===== src/tcp_params.svh =====
`ifndef TCP_PARAMS_SVH
`define TCP_PARAMS_SVH

// register indices; byte address is four times the index
`define TCP_IDX_TIMER      8'h01
`define TCP_IDX_CMP        8'h07
`define TCP_IDX_OPT        8'h08
`define TCP_IDX_DIR        8'h09
`define TCP_IDX_CLEAR_WATCHDOG_INSTRUCTION     8'h0a

// timer_and_pin_config field positions
`define TCP_OPT_SRC_BIT    5
`define TCP_OPT_EDGE_BIT   4
`define TCP_OPT_ASSIGN_BIT 3
`define TCP_OPT_RATIO_HI   2
`define TCP_OPT_RATIO_LO   0

// comparator_control field positions
`define TCP_CMP_RESULT_BIT 7
`define TCP_CMP_OUTEN_BIT  6
`define TCP_CMP_CLKSEL_BIT 4

// pin_direction bit of the count pin
`define TCP_DIR_PIN_BIT    2

// reset values
`define TCP_OPT_RESET      8'hff
`define TCP_CMP_CTRL_RESET 7'h7f
`define TCP_DIR_RESET      4'hf
`define TCP_TIMER_RESET    8'h00
`define TCP_PRESCALE_RESET 8'h00

// instruction cycles of increment suppression after a count write
`define TCP_WRITE_INHIBIT  2'h2

// bus responses
`define TCP_RESP_OKAY      2'h0
`define TCP_RESP_SLVERR    2'h2

`endif


===== src/tcp_pkg.sv =====
package tcp_pkg;

	// quarter phases of one instruction cycle, one oscillator period each
	typedef enum logic [1:0] {
		TCP_PH_ONE,
		TCP_PH_TWO,
		TCP_PH_THREE,
		TCP_PH_FOUR
	} tcp_phase_t;

	typedef logic [7:0] tcp_byte_t;

endpackage


===== src/tcp_timer0.sv =====
// Design decision made here: the AXI4-Lite interface to the registers.
`timescale 1ns/1ps
`default_nettype none
`include "tcp_params.svh"

// What this block does
// timer mode without prescaler: count register increments once per instruction cycle
// after any write to the count register, increments are held off two cycles
// source, comparator clock select and pin enable all set: count external pin edges
// edge select zero counts rising edges, one counts falling edges
// source set, comparator clock select clear: count comparator internally
// source set, pin enable clear: comparator drives count pin, loops back as input
// prescaler serves timer (assign bit clear) or watchdog (assign bit set), never both
// prescaler gives ratios 1:2 to 1:256 in powers of two from ratio field
// prescaler is an 8-bit counter software cannot read or write
// every reset leaves the prescaler at all zeros
// with prescaler on timer, any count register write clears the prescaler
// with prescaler on watchdog, clear-watchdog clears the prescaler too
// prescaler output is sampled in quarter phases two and four
// without prescaler, external source high and low at least two oscillator periods
// with prescaler, external period at least four oscillator periods over prescale
// external counting through prescaler uses a symmetric divider output
// increment follows an input edge by three to seven oscillator periods; this block takes one to three, or two to four through the prescaler
// software moves prescaler to watchdog by the prescribed clear and write sequence
// software clears watchdog before moving prescaler to timer, even if disabled
// source select set overrides the count pin direction setting
// count register is an 8-bit readable and writable value
// ratio code 000 is 1:2, each code doubles, 111 is 1:256
// count register wraps from ff to 00 and keeps counting
module tcp_timer0 import tcp_pkg::*; #(
	parameter int AW = 12
) (
	input  wire logic          sys_clk,               // oscillator clock, one quarter phase
	input  wire logic          sys_rst,               // async reset, active high
	input  wire logic [AW-1:0] s_axi_awaddr,          // write address
	input  wire logic          s_axi_awvalid,         // write address valid
	output logic               s_axi_awready,         // write address ready
	input  wire logic [31:0]   s_axi_wdata,           // write data
	input  wire logic [3:0]    s_axi_wstrb,           // write byte enables
	input  wire logic          s_axi_wvalid,          // write data valid
	output logic               s_axi_wready,          // write data ready
	output logic [1:0]         s_axi_bresp,           // write response
	output logic               s_axi_bvalid,          // write response valid
	input  wire logic          s_axi_bready,          // write response ready
	input  wire logic [AW-1:0] s_axi_araddr,          // read address
	input  wire logic          s_axi_arvalid,         // read address valid
	output logic               s_axi_arready,         // read address ready
	output logic [31:0]        s_axi_rdata,           // read data
	output logic [1:0]         s_axi_rresp,           // read response
	output logic               s_axi_rvalid,          // read data valid
	input  wire logic          s_axi_rready,          // read data ready
	input  wire logic          external_count_pin_in, // level seen on the count pin
	output logic               external_count_pin_out,// value driven on the count pin
	output logic               external_count_pin_oe, // high while the pin is driven
	input  wire logic          port_pin_data,         // port latch value for the pin
	input  wire logic          comparator_result_bit, // comparator output, polarity applied
	input  wire logic          wdt_tick_in,           // watchdog oscillator tick pulse
	output logic               wdt_post_tick,         // tick handed to the watchdog counter
	output logic               wdt_clear              // pulse clearing the watchdog counter
);

	// register index from a byte address, low two bits ignored
	function automatic tcp_byte_t reg_index(input logic [AW-1:0] addr);
		return addr[9:2];
	endfunction

	tcp_phase_t phase_reg;
	tcp_phase_t phase_next;
	logic       cycle_end;
	logic       sample_phase;

	logic            aw_full_reg;
	logic            w_full_reg;
	logic [AW-1:0]   aw_addr_reg;
	logic [31:0]     w_data_reg;
	logic [3:0]      w_strb_reg;
	logic            bvalid_reg;
	logic [1:0]      bresp_reg;
	logic            rvalid_reg;
	logic [1:0]      rresp_reg;
	logic [31:0]     rdata_reg;
	logic [31:0]     rdata_next;
	logic [1:0]      rresp_next;
	logic            wr_fire;
	tcp_byte_t       wr_idx;
	logic            wr_lane0;
	logic            wr_mapped;
	logic            timer_wr;
	logic            clear_watchdog_instruction_cmd;

	tcp_byte_t       opt_reg;
	logic [6:0]      cmp_reg;
	logic [3:0]      dir_reg;
	tcp_byte_t       timer_count_reg;
	tcp_byte_t       prescale_reg;
	logic [1:0]      inhibit_reg;

	logic            count_source_select;
	logic            count_edge_select;
	logic            prescaler_assign_bit;
	logic [2:0]      prescale_ratio_field;
	logic            comparator_clock_select;
	logic            compare_output_pin_enable;

	logic            ext_src;
	logic            edge_src;
	logic            edge_prev_reg;
	logic            ext_rise;
	logic            ps_evt;
	logic            ps_clear;
	logic            ps_out;
	logic            ps_out_prev_reg;
	logic            samp_src;
	logic            samp_reg;
	logic            sync_evt_reg;
	logic            direct_mode;
	logic            inc_evt;
	logic            post_reg;
	logic            wdt_clear_reg;
	logic            pin_out_reg;
	logic            pin_oe_reg;

	// quarter phase sequencer; four oscillator periods make one instruction cycle
	always_comb begin
		case (phase_reg)
			TCP_PH_ONE:   phase_next = TCP_PH_TWO;
			TCP_PH_TWO:   phase_next = TCP_PH_THREE;
			TCP_PH_THREE: phase_next = TCP_PH_FOUR;
			default:      phase_next = TCP_PH_ONE;
		endcase
	end

	always_ff @(posedge sys_clk or posedge sys_rst) begin
		if (sys_rst) begin
			phase_reg <= TCP_PH_ONE;
		end else begin
			phase_reg <= phase_next;
		end
	end

	assign cycle_end    = (phase_reg == TCP_PH_FOUR);
	assign sample_phase = (phase_reg == TCP_PH_TWO) || (phase_reg == TCP_PH_FOUR);

	// write channels are taken in either order and held until both are present
	assign s_axi_awready = !aw_full_reg;
	assign s_axi_wready  = !w_full_reg;
	assign wr_fire       = aw_full_reg && w_full_reg && !bvalid_reg;
	assign wr_idx        = reg_index(aw_addr_reg);
	assign wr_lane0      = w_strb_reg[0];
	assign wr_mapped     = (wr_idx == `TCP_IDX_TIMER) || (wr_idx == `TCP_IDX_CMP) || (wr_idx == `TCP_IDX_OPT)
	                       || (wr_idx == `TCP_IDX_DIR) || (wr_idx == `TCP_IDX_CLEAR_WATCHDOG_INSTRUCTION);
	assign timer_wr      = wr_fire && wr_lane0 && (wr_idx == `TCP_IDX_TIMER);
	assign clear_watchdog_instruction_cmd    = wr_fire && wr_lane0 && (wr_idx == `TCP_IDX_CLEAR_WATCHDOG_INSTRUCTION);

	always_ff @(posedge sys_clk or posedge sys_rst) begin
		if (sys_rst) begin
			aw_full_reg <= 1'b0;
			w_full_reg  <= 1'b0;
			aw_addr_reg <= '0;
			w_data_reg  <= 32'h0;
			w_strb_reg  <= 4'h0;
		end else begin
			if (s_axi_awvalid && !aw_full_reg) begin
				aw_full_reg <= 1'b1;
				aw_addr_reg <= s_axi_awaddr;
			end else if (wr_fire) begin
				aw_full_reg <= 1'b0;
			end
			if (s_axi_wvalid && !w_full_reg) begin
				w_full_reg <= 1'b1;
				w_data_reg <= s_axi_wdata;
				w_strb_reg <= s_axi_wstrb;
			end else if (wr_fire) begin
				w_full_reg <= 1'b0;
			end
		end
	end

	// write response; unmapped addresses answer with a slave error
	always_ff @(posedge sys_clk or posedge sys_rst) begin
		if (sys_rst) begin
			bvalid_reg <= 1'b0;
			bresp_reg  <= `TCP_RESP_OKAY;
		end else if (wr_fire) begin
			bvalid_reg <= 1'b1;
			bresp_reg  <= wr_mapped ? `TCP_RESP_OKAY : `TCP_RESP_SLVERR;
		end else if (s_axi_bready) begin
			bvalid_reg <= 1'b0;
		end
	end

	assign s_axi_bvalid = bvalid_reg;
	assign s_axi_bresp  = bresp_reg;

	// read decode; configuration and direction are write-only and read as zero
	always_comb begin
		rdata_next = 32'h0;
		rresp_next = `TCP_RESP_OKAY;
		if (reg_index(s_axi_araddr) == `TCP_IDX_TIMER) begin
			rdata_next[7:0] = timer_count_reg;
		end else if (reg_index(s_axi_araddr) == `TCP_IDX_CMP) begin
			rdata_next[7:0] = {comparator_result_bit, cmp_reg};
		end else if (reg_index(s_axi_araddr) == `TCP_IDX_OPT) begin
			rdata_next = 32'h0;
		end else if (reg_index(s_axi_araddr) == `TCP_IDX_DIR) begin
			rdata_next = 32'h0;
		end else if (reg_index(s_axi_araddr) == `TCP_IDX_CLEAR_WATCHDOG_INSTRUCTION) begin
			rdata_next = 32'h0;
		end else begin
			rresp_next = `TCP_RESP_SLVERR;
		end
	end

	assign s_axi_arready = !rvalid_reg;

	always_ff @(posedge sys_clk or posedge sys_rst) begin
		if (sys_rst) begin
			rvalid_reg <= 1'b0;
			rdata_reg  <= 32'h0;
			rresp_reg  <= `TCP_RESP_OKAY;
		end else if (s_axi_arvalid && !rvalid_reg) begin
			rvalid_reg <= 1'b1;
			rdata_reg  <= rdata_next;
			rresp_reg  <= rresp_next;
		end else if (s_axi_rready) begin
			rvalid_reg <= 1'b0;
		end
	end

	assign s_axi_rvalid = rvalid_reg;
	assign s_axi_rdata  = rdata_reg;
	assign s_axi_rresp  = rresp_reg;

	// configuration registers; the comparator result bit is live, not stored
	always_ff @(posedge sys_clk or posedge sys_rst) begin
		if (sys_rst) begin
			opt_reg <= `TCP_OPT_RESET;
			cmp_reg <= `TCP_CMP_CTRL_RESET;
			dir_reg <= `TCP_DIR_RESET;
		end else if (wr_fire && wr_lane0) begin
			if (wr_idx == `TCP_IDX_OPT) begin
				opt_reg <= w_data_reg[7:0];
			end else if (wr_idx == `TCP_IDX_CMP) begin
				cmp_reg <= w_data_reg[6:0];
			end else if (wr_idx == `TCP_IDX_DIR) begin
				dir_reg <= w_data_reg[3:0];
			end
		end
	end

	assign count_source_select       = opt_reg[`TCP_OPT_SRC_BIT];
	assign count_edge_select         = opt_reg[`TCP_OPT_EDGE_BIT];
	assign prescaler_assign_bit      = opt_reg[`TCP_OPT_ASSIGN_BIT];
	assign prescale_ratio_field      = opt_reg[`TCP_OPT_RATIO_HI:`TCP_OPT_RATIO_LO];
	assign comparator_clock_select   = cmp_reg[`TCP_CMP_CLKSEL_BIT];
	assign compare_output_pin_enable = cmp_reg[`TCP_CMP_OUTEN_BIT];

	// count source: pin when clock select set, else comparator over the internal path;
	// with pin enable clear the pin carries the comparator back in through its input
	assign ext_src  = comparator_clock_select ? external_count_pin_in : comparator_result_bit; // see see
	assign edge_src = ext_src ^ count_edge_select;
	assign ext_rise = edge_src && !edge_prev_reg;

	always_ff @(posedge sys_clk or posedge sys_rst) begin
		if (sys_rst) begin
			edge_prev_reg <= 1'b1; // a level already present at reset is not an edge
		end else begin
			edge_prev_reg <= edge_src;
		end
	end

	// prescaler input: watchdog ticks, counter edges or instruction cycles
	assign ps_evt   = prescaler_assign_bit ? wdt_tick_in : (count_source_select ? ext_rise : cycle_end);
	assign ps_clear = (timer_wr && !prescaler_assign_bit) || (clear_watchdog_instruction_cmd && prescaler_assign_bit); // see
	assign ps_out   = prescale_reg[prescale_ratio_field]; // see see

	// divider is clocked from sys_clk rather than rippling, so it stays single domain;
	// its selected bit is still a symmetric square wave of the source
	always_ff @(posedge sys_clk or posedge sys_rst) begin
		if (sys_rst) begin
			prescale_reg <= `TCP_PRESCALE_RESET;
		end else if (ps_clear) begin
			prescale_reg <= `TCP_PRESCALE_RESET;
		end else if (ps_evt) begin
			prescale_reg <= prescale_reg + 8'h01;
		end
	end

	// watchdog side: divided tick when assigned, raw tick otherwise
	always_ff @(posedge sys_clk or posedge sys_rst) begin
		if (sys_rst) begin
			ps_out_prev_reg <= 1'b0;
			post_reg        <= 1'b0;
			wdt_clear_reg   <= 1'b0;
		end else begin
			ps_out_prev_reg <= ps_out;
			post_reg        <= prescaler_assign_bit ? (ps_out && !ps_out_prev_reg) : wdt_tick_in;
			wdt_clear_reg   <= clear_watchdog_instruction_cmd;
		end
	end

	assign wdt_post_tick = post_reg;
	assign wdt_clear     = wdt_clear_reg;

	// synchroniser samples only in phases two and four; narrower pulses can be missed
	assign samp_src    = prescaler_assign_bit ? edge_src : ps_out;
	assign direct_mode = !count_source_select && prescaler_assign_bit;

	always_ff @(posedge sys_clk or posedge sys_rst) begin
		if (sys_rst) begin
			samp_reg     <= 1'b1; // high so no false count follows reset
			sync_evt_reg <= 1'b0;
		end else if (sample_phase) begin
			samp_reg     <= samp_src; // see see
			sync_evt_reg <= samp_src && !samp_reg;
		end else begin
			sync_evt_reg <= 1'b0;
		end
	end

	assign inc_evt = direct_mode ? cycle_end : sync_evt_reg;

	// suppression counter counts instruction cycles after a count write
	always_ff @(posedge sys_clk or posedge sys_rst) begin
		if (sys_rst) begin
			inhibit_reg <= 2'h0;
		end else if (timer_wr) begin
			inhibit_reg <= `TCP_WRITE_INHIBIT;
		end else if (cycle_end && (inhibit_reg != 2'h0)) begin
			inhibit_reg <= inhibit_reg - 2'h1;
		end
	end

	// count register; byte lane zero carries the value, natural 8-bit wrap
	always_ff @(posedge sys_clk or posedge sys_rst) begin
		if (sys_rst) begin
			timer_count_reg <= `TCP_TIMER_RESET;
		end else if (timer_wr) begin
			timer_count_reg <= w_data_reg[7:0];
		end else if (inc_evt && (inhibit_reg == 2'h0)) begin
			timer_count_reg <= timer_count_reg + 8'h01; // see
		end
	end

	// count pin: comparator drive when pin enable clear, input when source set,
	// direction register otherwise
	always_ff @(posedge sys_clk or posedge sys_rst) begin
		if (sys_rst) begin
			pin_out_reg <= 1'b0;
			pin_oe_reg  <= 1'b0;
		end else if (!compare_output_pin_enable) begin
			pin_out_reg <= comparator_result_bit;
			pin_oe_reg  <= 1'b1;
		end else if (count_source_select) begin
			pin_out_reg <= port_pin_data;
			pin_oe_reg  <= 1'b0;
		end else begin
			pin_out_reg <= port_pin_data;
			pin_oe_reg  <= !dir_reg[`TCP_DIR_PIN_BIT];
		end
	end

	assign external_count_pin_out = pin_out_reg;
	assign external_count_pin_oe  = pin_oe_reg;
endmodule

`default_nettype wire


===== config.mk =====
export PLATFORM = sky130hd
export DESIGN_NAME = tcp_timer0
export DESIGN_NICKNAME = d
export VERILOG_FILES = /design/src/tcp_pkg.sv /design/src/tcp_timer0.sv
export VERILOG_INCLUDE_DIRS = /design/src /design/src/src
export SDC_FILE = /design/constraint.sdc
export NUM_CORES = 1
export LEC_CHECK = 0
export BUFFER_PORTS_ARGS = -buffer_cell sky130_fd_sc_hd__clkbuf_2
export CAP_MARGIN = 15
export CORE_UTILIZATION = 35
export DETAILED_ROUTE_END_ITERATION = 10
export HOLD_SLACK_MARGIN = 0.05
export PLACE_DENSITY = 0.66
export SLEW_MARGIN = 0
export SYNTH_ARGS = -nofsm -noshare
export SYNTH_HDL_FRONTEND = slang
export SYNTH_SLANG_ARGS = --single-unit

===== constraint.sdc =====
create_clock -name sys_clk -period 6.5 [get_ports sys_clk]
set_clock_uncertainty 0.05 [all_clocks]
set_input_delay 0.65 -clock sys_clk [delete_from_list [all_inputs] [get_ports sys_clk]]
set_output_delay 0.65 -clock sys_clk [all_outputs]
set_load 0.02 [all_outputs]

---- Word level (Yosys, flattened, before mapping) ----
Cells that the tools add are included.
W data, S select, Z words.
storage, ports and cells
  register bits ........................... 79
  logic and storage cells ................. 124
  output and inout bits ................... 45
  bits of input ports ..................... 71
cells by class
  add/subtract/negate cells ............... 3
  mux-type cells .......................... 34
  $lt $le $gt $ge ......................... 1
  reductions and logical operators ........ 45
  eq/ne operators ......................... 13
  bitwise gates (word level) .............. 3
operators by type and width
  operator               number
  $eq A8 B4 Y1 const B   6
  $mux W8                6
  $mux W1                18
  $add A8 B1 Y8 const B  2
  $eq A8 B1 Y1 const B   2
  $eq A8 B3 Y1 const B   2
  $logic_and A1 B1 Y1    16
  $mux W2                8
  $reduce_bool A2 Y1     8
  $logic_not A1 Y1       10
  $logic_or A1 B1 Y1     6
  $pmux W2 S3            1
  $eq A2 B2 Y1 const B   2
  $logic_not A2 Y1       2
  $lt A3 B4 Y1 const B   1
  $reduce_and A4 Y1      1
  $bmux W1 S3            1
  $reduce_and A3 Y1      1
  $eq A2 B1 Y1 const B   1
  $not A1 Y1             2
  $reduce_and A2 Y1      1
  $sub A2 B1 Y2 const B  1
  $xor A1 B1 Y1          1

---- Depth between registers and ports, before layout ----
Gate-level depths: netlist (run 1).
  depth after elaboration ................. 7
  gate-level depth with buffers ........... 8
  mapped depth without buffers ............ 6

---- Worst setup path after synthesis (run 1) ----
Ideal clock, no wire load.
  kind .................................... in2reg
  start point ............................. input external_count_pin_in
  end point ............................... register prescale_reg[7]
  library setup time ...................... 0.125 ns
  stages .................................. 6
  slack ................................... 4.364 ns
  required time ........................... 6.325 ns
  arrival time ............................ 1.960 ns
  cell sequence ........................... mux2i_1 nor4b_2 o41ai_4 a21oi_2 nand3_1 mux2_4
between the ends
  cells in the longest elaborated chain, start to end .. 6
RTL lines
  element                              line               text
  start, declared                      tcp_timer0.sv:52   input wire logic external_count_pin_in,
  $mux W1                              tcp_timer0.sv:260  assign ext_src = comparator_clock_select ? external_count_pin_in : comparator_result_bit;
  $xor A1 B1 Y1                        tcp_timer0.sv:261  assign edge_src = ext_src ^ count_edge_select;
  $logic_and A1 B1 Y1                  tcp_timer0.sv:262  assign ext_rise = edge_src && !edge_prev_reg;
  $mux W1 (2 in a row)                 tcp_timer0.sv:273  assign ps_evt = prescaler_assign_bit ? wdt_tick_in : (count_source_select ? ext_rise : cycle_end);
  $reduce_bool A2 Y1 (no source line)  n/a
  end signal, assigned                 tcp_timer0.sv:281  prescale_reg <= `TCP_PRESCALE_RESET;
  end signal, assigned                 tcp_timer0.sv:283  prescale_reg <= `TCP_PRESCALE_RESET;
  end signal, assigned                 tcp_timer0.sv:285  prescale_reg <= prescale_reg + 8'h01;
  end, declared                        tcp_timer0.sv:95   tcp_byte_t prescale_reg;
Every way passes these cells.
A chain may end at the register's enable or synchronous reset.

---- Worst setup path in the final report (run 1) ----
  start point ............................. register cmp_reg[4]
  end point ............................... register prescale_reg[7]
between the ends
  cells in the longest elaborated chain, start to end .. 6
RTL lines
  element                              line               text
  start, declared                      tcp_timer0.sv:92   logic [6:0] cmp_reg;
  start signal, assigned               tcp_timer0.sv:238  cmp_reg <= `TCP_CMP_CTRL_RESET;
  start signal, assigned               tcp_timer0.sv:244  cmp_reg <= w_data_reg[6:0];
  $mux W1                              tcp_timer0.sv:260
  $xor A1 B1 Y1                        tcp_timer0.sv:261
  $logic_and A1 B1 Y1                  tcp_timer0.sv:262
  $mux W1 (2 in a row)                 tcp_timer0.sv:273
  $reduce_bool A2 Y1 (no source line)  n/a
Every way passes these cells.

==> impl_results.md, run 1 <==
* Status: complete, no violations
* Synthesized area per cell at 11.3 µm²
* Critical Path AT at 2.59 ns
* Static Leakage at 1.89 nW
* Hold Crit Depth at 2
* Vias in the first global route at 2,396
* Hold Path Class: in -> reg
* Top-count cell post-synth: dfrtp_1
* DP Area at 3950 µm²
* CTS Buffer Depth at 2
* CTS tree: done
* ANT nets after route at 0
* Drt pass-1 iters at 4
* Die H at 104 µm
* Worst Setup End Kind: register
* Setup bufs post-CTS at 0
* Slew @ Worst Pin at 0.904 ns
* RSZ-0062 raised after global routing: no
* Power per Cell Area at 366 nW/µm²
* CTS clock-pin slew for the worst setup and hold paths at 0.08 ns
* Post_cts resized at 0
* Synth area leader: dfrtp_1
* Root Buffer: clkbuf_8
* # setup viols final at 0
* DR iter-0 viols at 66
* WL final at 6.78 mm
* Top cells by area, synth: dfrtp_1 (39%), dfstp_2 (11%), mux2_2 (10%)
* R2R depth at 6
* GRT Overall Usage at 0.134
* I/O Pins at 116
* Final min period at 2.40 ns
* Gp weighted congestion at 0.708
* Starting Density at 0.368
* Post-synth EDFFs at 0
* Synth Instances at 324
* Post-CTS Hold Buffers at 0
* Post-synthesis sequential area ratio at 0.504
* Post-synth top cells: dfrtp_1 (57), nor2_1 (36), mux2_2 (33), buf_4 (27), a21oi_1 (20)
* Final nets at 458
* Largest net degree at the start of global routing at 74
* Worst vdd ir at 0.177 mV
* Synth unique cells at 50
* Fraction of layout cells with a size suffix above 1 at 0.344
* Port-buffer cells at 54
* Dpl hpwl at 4.97 mm
* Vias after detailed routing at 2,429
* Vias per cell at 4.70
* Post-route cell area at 4180 µm²
* Worst Path Max Fanout at 7
* FFs w/ async S/R, synth at 1.00
* Average wire per standard cell at 13.1 µm
* TritonCTS buffer count at 9
* Drc violations at 0
* Die X at 104 µm
* Yosys warns at 0
* Die area at 10,900 µm²
* Tcrit/Tclk final at 0.369
* Final Max Tran Viols at 0
* Setup CP Type: reg -> reg
* Yosys top cell area share at 0.389
* CTS sink count at 73
* Area Growth Syn to Fin at 14.1%
* Cell row count at 36
* Setup Total Neg Slack at 0 ns
* Fillers at 976
* Skew-Pair Late Insertion Delay at 0.35 ns
* Core area at 9950 µm²
* First-pass GRT wire length at 11.5 mm
* Hold Vio Cnt, Final at 0
* FF+latch count, synth at 73
* N_diodes at 0
* H-Tree Depth at 3
* Antenna violations before repair at 0
* Mapped Area at 3660 µm²
* Startpoint Class: register
* Main synth FF type: dfrtp_1
* Grt ovf at 0
* Max cap viols at 0
* Worst EP required at 6.69 ns
* Fmax at 417 MHz
* Slew HR at 0.397
[layout by cell type (no fill, tap or decap), types with 5 or more instances in the layout]
cell,instances
nand3_1,7
a22oi_1,8
o21ai_0,5
inv_1,10
conb_1,26
dfrtp_1,57
dfstp_2,16
nand4_1,5
clkbuf_2,54
xnor2_1,10
nor2_1,36
ha_1,8
xor2_1,5
clkbuf_8,10
mux2_2,33
mux2i_1,5
nor2b_1,10
nand2_1,14
a21oi_1,20
[cell type report]
class	count	area [µm²]	area share
multi-input cells	228	1620	0.387
clock inverters	5	78.8	0.0189
well taps	133	166	0.0398
inverters	11	41.3	0.00988
flip-flops and latches	73	1850	0.442
repair buffers	56	289	0.0691
clock buffers	11	141	0.0338
[stage by stage]
stage | worst slack [ns] | power, mW | hold WS, ns | instances | utilization
global placement | 4.00 | 1.12 | 0.408 | 500 | 0.397
CTS | 4.12 | 1.55 | 0.401 | 516 | 0.419
finish | 4.10 | 1.53 | 0.409 | 517 | 0.420
global route | 3.97 | 1.64 | 0.400 | 517 | 0.420
detailed placement | 3.95 | 1.15 | 0.412 | 500 | 0.397
floorplan | 3.97 | 1.05 | 0.395 | 349 | -
[layer usage]
metal / global-route usage / part of all wire / wire length [µm] / vias to the layer above
li1: - / - / - / 1172
met1: 0.169 / 0.46 / 3110 / 1175
met5: 0 / 0 / 0 / -
met3: 0.0470 / 0.051 / 346 / 6
met2: 0.218 / 0.48 / 3250 / 76
met4: 0.0367 / 0.011 / 74 / 0
[critical path: stages (launching register included)]
cell and delay [ns]:
dfstp_2 0.56, mux2i_1 0.44, nor4b_2 0.12, o41ai_4 0.55, a21oi_2 0.13, nand3_1 0.13, mux2_4 0.31
[worst paths after layout]
path | startpoint | to | slack, ns
max | cmp_reg[4] | prescale_reg[7] | 4.10
min | s_axi_rready | s_axi_rvalid | 0.41
max reg2reg | cmp_reg[4] | prescale_reg[7] | 4.10
min reg2reg | samp_reg | samp_reg | 0.42
max in group asynchronous | sys_rst | timer_count_reg[0] | 5.30
min in group asynchronous | sys_rst | external_count_pin_out | 0.50
[kinds of logic (layout without fill, tap and decap cells)]
logic type	count (synthesis)	count (layout)	synth area share
buffers and inverters	48	83	0.0799
AND/OR/NAND/NOR	95	95	0.143
flip-flops	73	73	0.504
multiplexers	41	41	0.132
adder cells (fa/ha/maj)	8	8	0.0273
other	1	26	0.00102
AO/OA/AOI/OAI	43	43	0.0769
XOR/XNOR	15	15	0.0359
[where the power goes]
group          internal (mW)  total (mW)  switching [mW]
clock                  0.227       0.395           0.168
sequential             0.604       0.755           0.151
combinational          0.195       0.381           0.186
total                   1.03        1.53           0.505
Power figures use the tool's default switching activity.
==> run 2, diff against run 1 <==
Clock period 6.5 ns to 2.32 ns, I/O delays scaled along.
==> impl_results.md, run 2 (synthesized netlist as in run 1, its figures left out) <==
* Status: complete, no violations
* Max cap viols at 0 (unchanged)
* R2R Path Start: s_axi_bvalid
* N_diodes at 0 (unchanged)
* Met1 Usage GRT at 0.171 (+0.00125)
* Hold Startpoint: s_axi_awvalid
* RSZ-0062 raised after global routing: no
* Power per Cell Area at 968 nW/µm² (+160%)
* Startpoint Class: register
* Met2 usage at 0.219 (+0.00189)
* Fraction of layout cells with a size suffix above 1 at 0.349 (+0.00485)
* Starting Density at 0.368 (unchanged)
* DP Area at 4020 µm² (+1.8%)
* Setup CP Type: reg -> reg
* H-Tree Depth at 3 (unchanged)
* TritonCTS buffer count at 9 (unchanged)
* # setup viols final at 0 (unchanged)
* Average wire per standard cell at 12.9 µm (-1.9%)
* Most common cell after layout, fill and taps aside: dfrtp_1
* Crit path max-delay family: simple AND/OR/NAND/NOR gates
* I/O Pins at 116 (unchanged)
* Drc violations at 0 (unchanged)
* Internal at 2.70 mW (+160%)
* Commonest non-fill, non-tap cells in the layout: dfrtp_1 (57), clkbuf_2 (54), nor2_1 (36)
* Hold Vio Cnt, Final at 0 (unchanged)
* Final Max Tran Viols at 0 (unchanged)
* Tcrit/Tclk final at 0.889 (+0.520)
* Hold Path Class: in -> reg
* Gp weighted congestion at 0.765 (+8.1%)
* Slowest Stage Delay on Critical Path at 0.45 ns (-0.11 ns)
* Dpl hpwl at 5.09 mm (+2.5%)
* Total power at 4.08 mW (+170%)
* Setup WS pre-CTS at 0.265 ns (-3.68 ns)
* Post-route setup slack at 0.258 ns (-3.85 ns)
* Core area at 9950 µm² (unchanged)
* Cell row count at 36 (unchanged)
* Root Buffer: clkbuf_8
* Fmax at 485 MHz (+16%)
* Worst Setup End Kind: register
* Logic pwr share at 0.266 (+0.017)
* CTS clock-pin slew for the worst setup and hold paths at 0.07 ns (about the same)
* Vias in the first global route at 2,469 (+3.0%)
* Flop pwr share at 0.517 (+0.024)
* Worst setup path startpoint: s_axi_bvalid
* Worst-path cell chain: and3b_1, and3_1, nand4_1, mux2_2
* CTS sink count at 73 (unchanged)
* Setup Total Neg Slack at 0 ns (unchanged)
* Port-buffer cells at 54 (unchanged)
* CTS Buffer Depth at 2 (unchanged)
* # placed instances at 508 (+1.6%)
* Sw frac at 0.338 (+0.00799)
* Slew @ Worst Pin at 0.659 ns (-0.245 ns)
* Post-route cell area at 4220 µm² (+0.87%)
* Static Leakage at 1.91 nW (+1.0%)
* Post-route insts no fill at 526 (+1.7%)
* Die area at 10,900 µm² (unchanged)
* Crit-path slowest cell: mux2_2
* Final min period at 2.06 ns (-0.333 ns)
* Gr busiest metal: met2
* Worst Path Max Fanout at 8 (+1)
* Critical Path AT at 2.27 ns (-0.32 ns)
* Slew HR at 0.560 (+0.162)
* Worst vdd ir at 0.531 mV (+200%)
* Die H at 104 µm (unchanged)
* Hold WS at 0.0610 ns (-0.348 ns)
* First-pass GRT wire length at 11.6 mm (+0.48%)
* CTS tree: done
* Final Core Density at 0.424 (+0.00365)
* Setup bufs post-CTS at 0 (unchanged)
* GRT Overall Usage at 0.135 (+0.000205)
* Skew-Pair Late Insertion Delay at 0.34 ns (about the same)
* Vias after detailed routing at 2,419 (-0.41%)
* Fillers at 975 (-0.10%)
* Final nets at 467 (+2.0%)
* Clk pwr share at 0.218 (-0.040)
* Grt ovf at 0 (unchanged)
* ANT nets after route at 0 (unchanged)
* Largest net degree at the start of global routing at 28 (-62%)
* Antenna violations before repair at 0 (unchanged)
* NetSw at 1.38 mW (+170%)
* Drt pass-1 iters at 4 (unchanged)
* WL final at 6.77 mm (-0.21%)
* DR iter-0 viols at 68 (+3.0%)
* Worst EP required at 2.53 ns (-4.16 ns)
* Area Growth Syn to Fin at 15.1%
* Die X at 104 µm (unchanged)
* Vias per cell at 4.60 (-2.1%)
* Met3 usage at 0.0376 (-0.00940)
* Buffers plus inverters on the worst setup path at 0 (unchanged)
[run 2: cell count changes in the layout (fill, tap and decap cells not counted)]
| cell | before | now |
|---|---|---|
| clkbuf_1 | 1 | 3 |
| clkinv_2 | 2 | 1 |
| clkbuf_8 | 10 | 11 |
| dlygate4sd3_1 | 0 | 2 |
| buf_4 | 1 | 8 |
| buf_12 | 0 | 1 |
| buf_6 | 1 | 0 |
| clkinvlp_4 | 0 | 1 |
| inv_6 | 1 | 0 |
| bufinv_16 | 2 | 0 |
[run 2: layout make-up]
class	instances	area, µm²	area share
clock buffer	14	163	0.0386
tap	133	166	0.0395
sequential	73	1850	0.438
clock inverter	2	12.5	0.00297
inverter	11	41.3	0.00979
multi-input combinational	228	1620	0.383
timing repair buffer	65	370	0.0878
[run 2: power by group through the flow]
stage          Sequential (mW)  Combinational [mW]  Clock (mW)
2_1_floorplan             2.04               0.910           0
4_1_cts                   2.12                1.10       0.921
3_3_place_gp              2.11                1.06           0
6_report                  2.11                1.08       0.888
5_1_grt                   2.19                1.22       0.975
3_5_place_dp              2.14                1.09           0
[run 2: worst register-to-register path, stage by stage (launching register included)]
cell and delay, ns:
dfrtp_1 0.39, and3b_1 0.37, and3_1 0.28, nand4_1 0.43, mux2_2 0.45
[run 2: layer usage]
metal	vias to the layer above	part of all wire
li1	1189	-
met1	1149	0.46
met2	75	0.48
met3	6	0.046
met4	0	0.011
met5	-	0
[run 2: path summary, 6_finish.rpt]
path                                           to  slack [ns]  cells after the start
setup / recovery                       cmp_reg[1]        0.26                      4
hold reg to reg                          samp_reg        0.43                      2
min in group asynchronous  external_count_pin_out        0.39                      3
max in group asynchronous              cmp_reg[5]        1.20                      4
setup reg to reg                       cmp_reg[1]        0.26                      4
hold / removal                        aw_full_reg        0.06                      3
[run 2: repair_timing]
item                                   CTS  global route
gates resized for setup                  0             0
hold buffers                             2             0
endpoints found under the hold margin   12             0
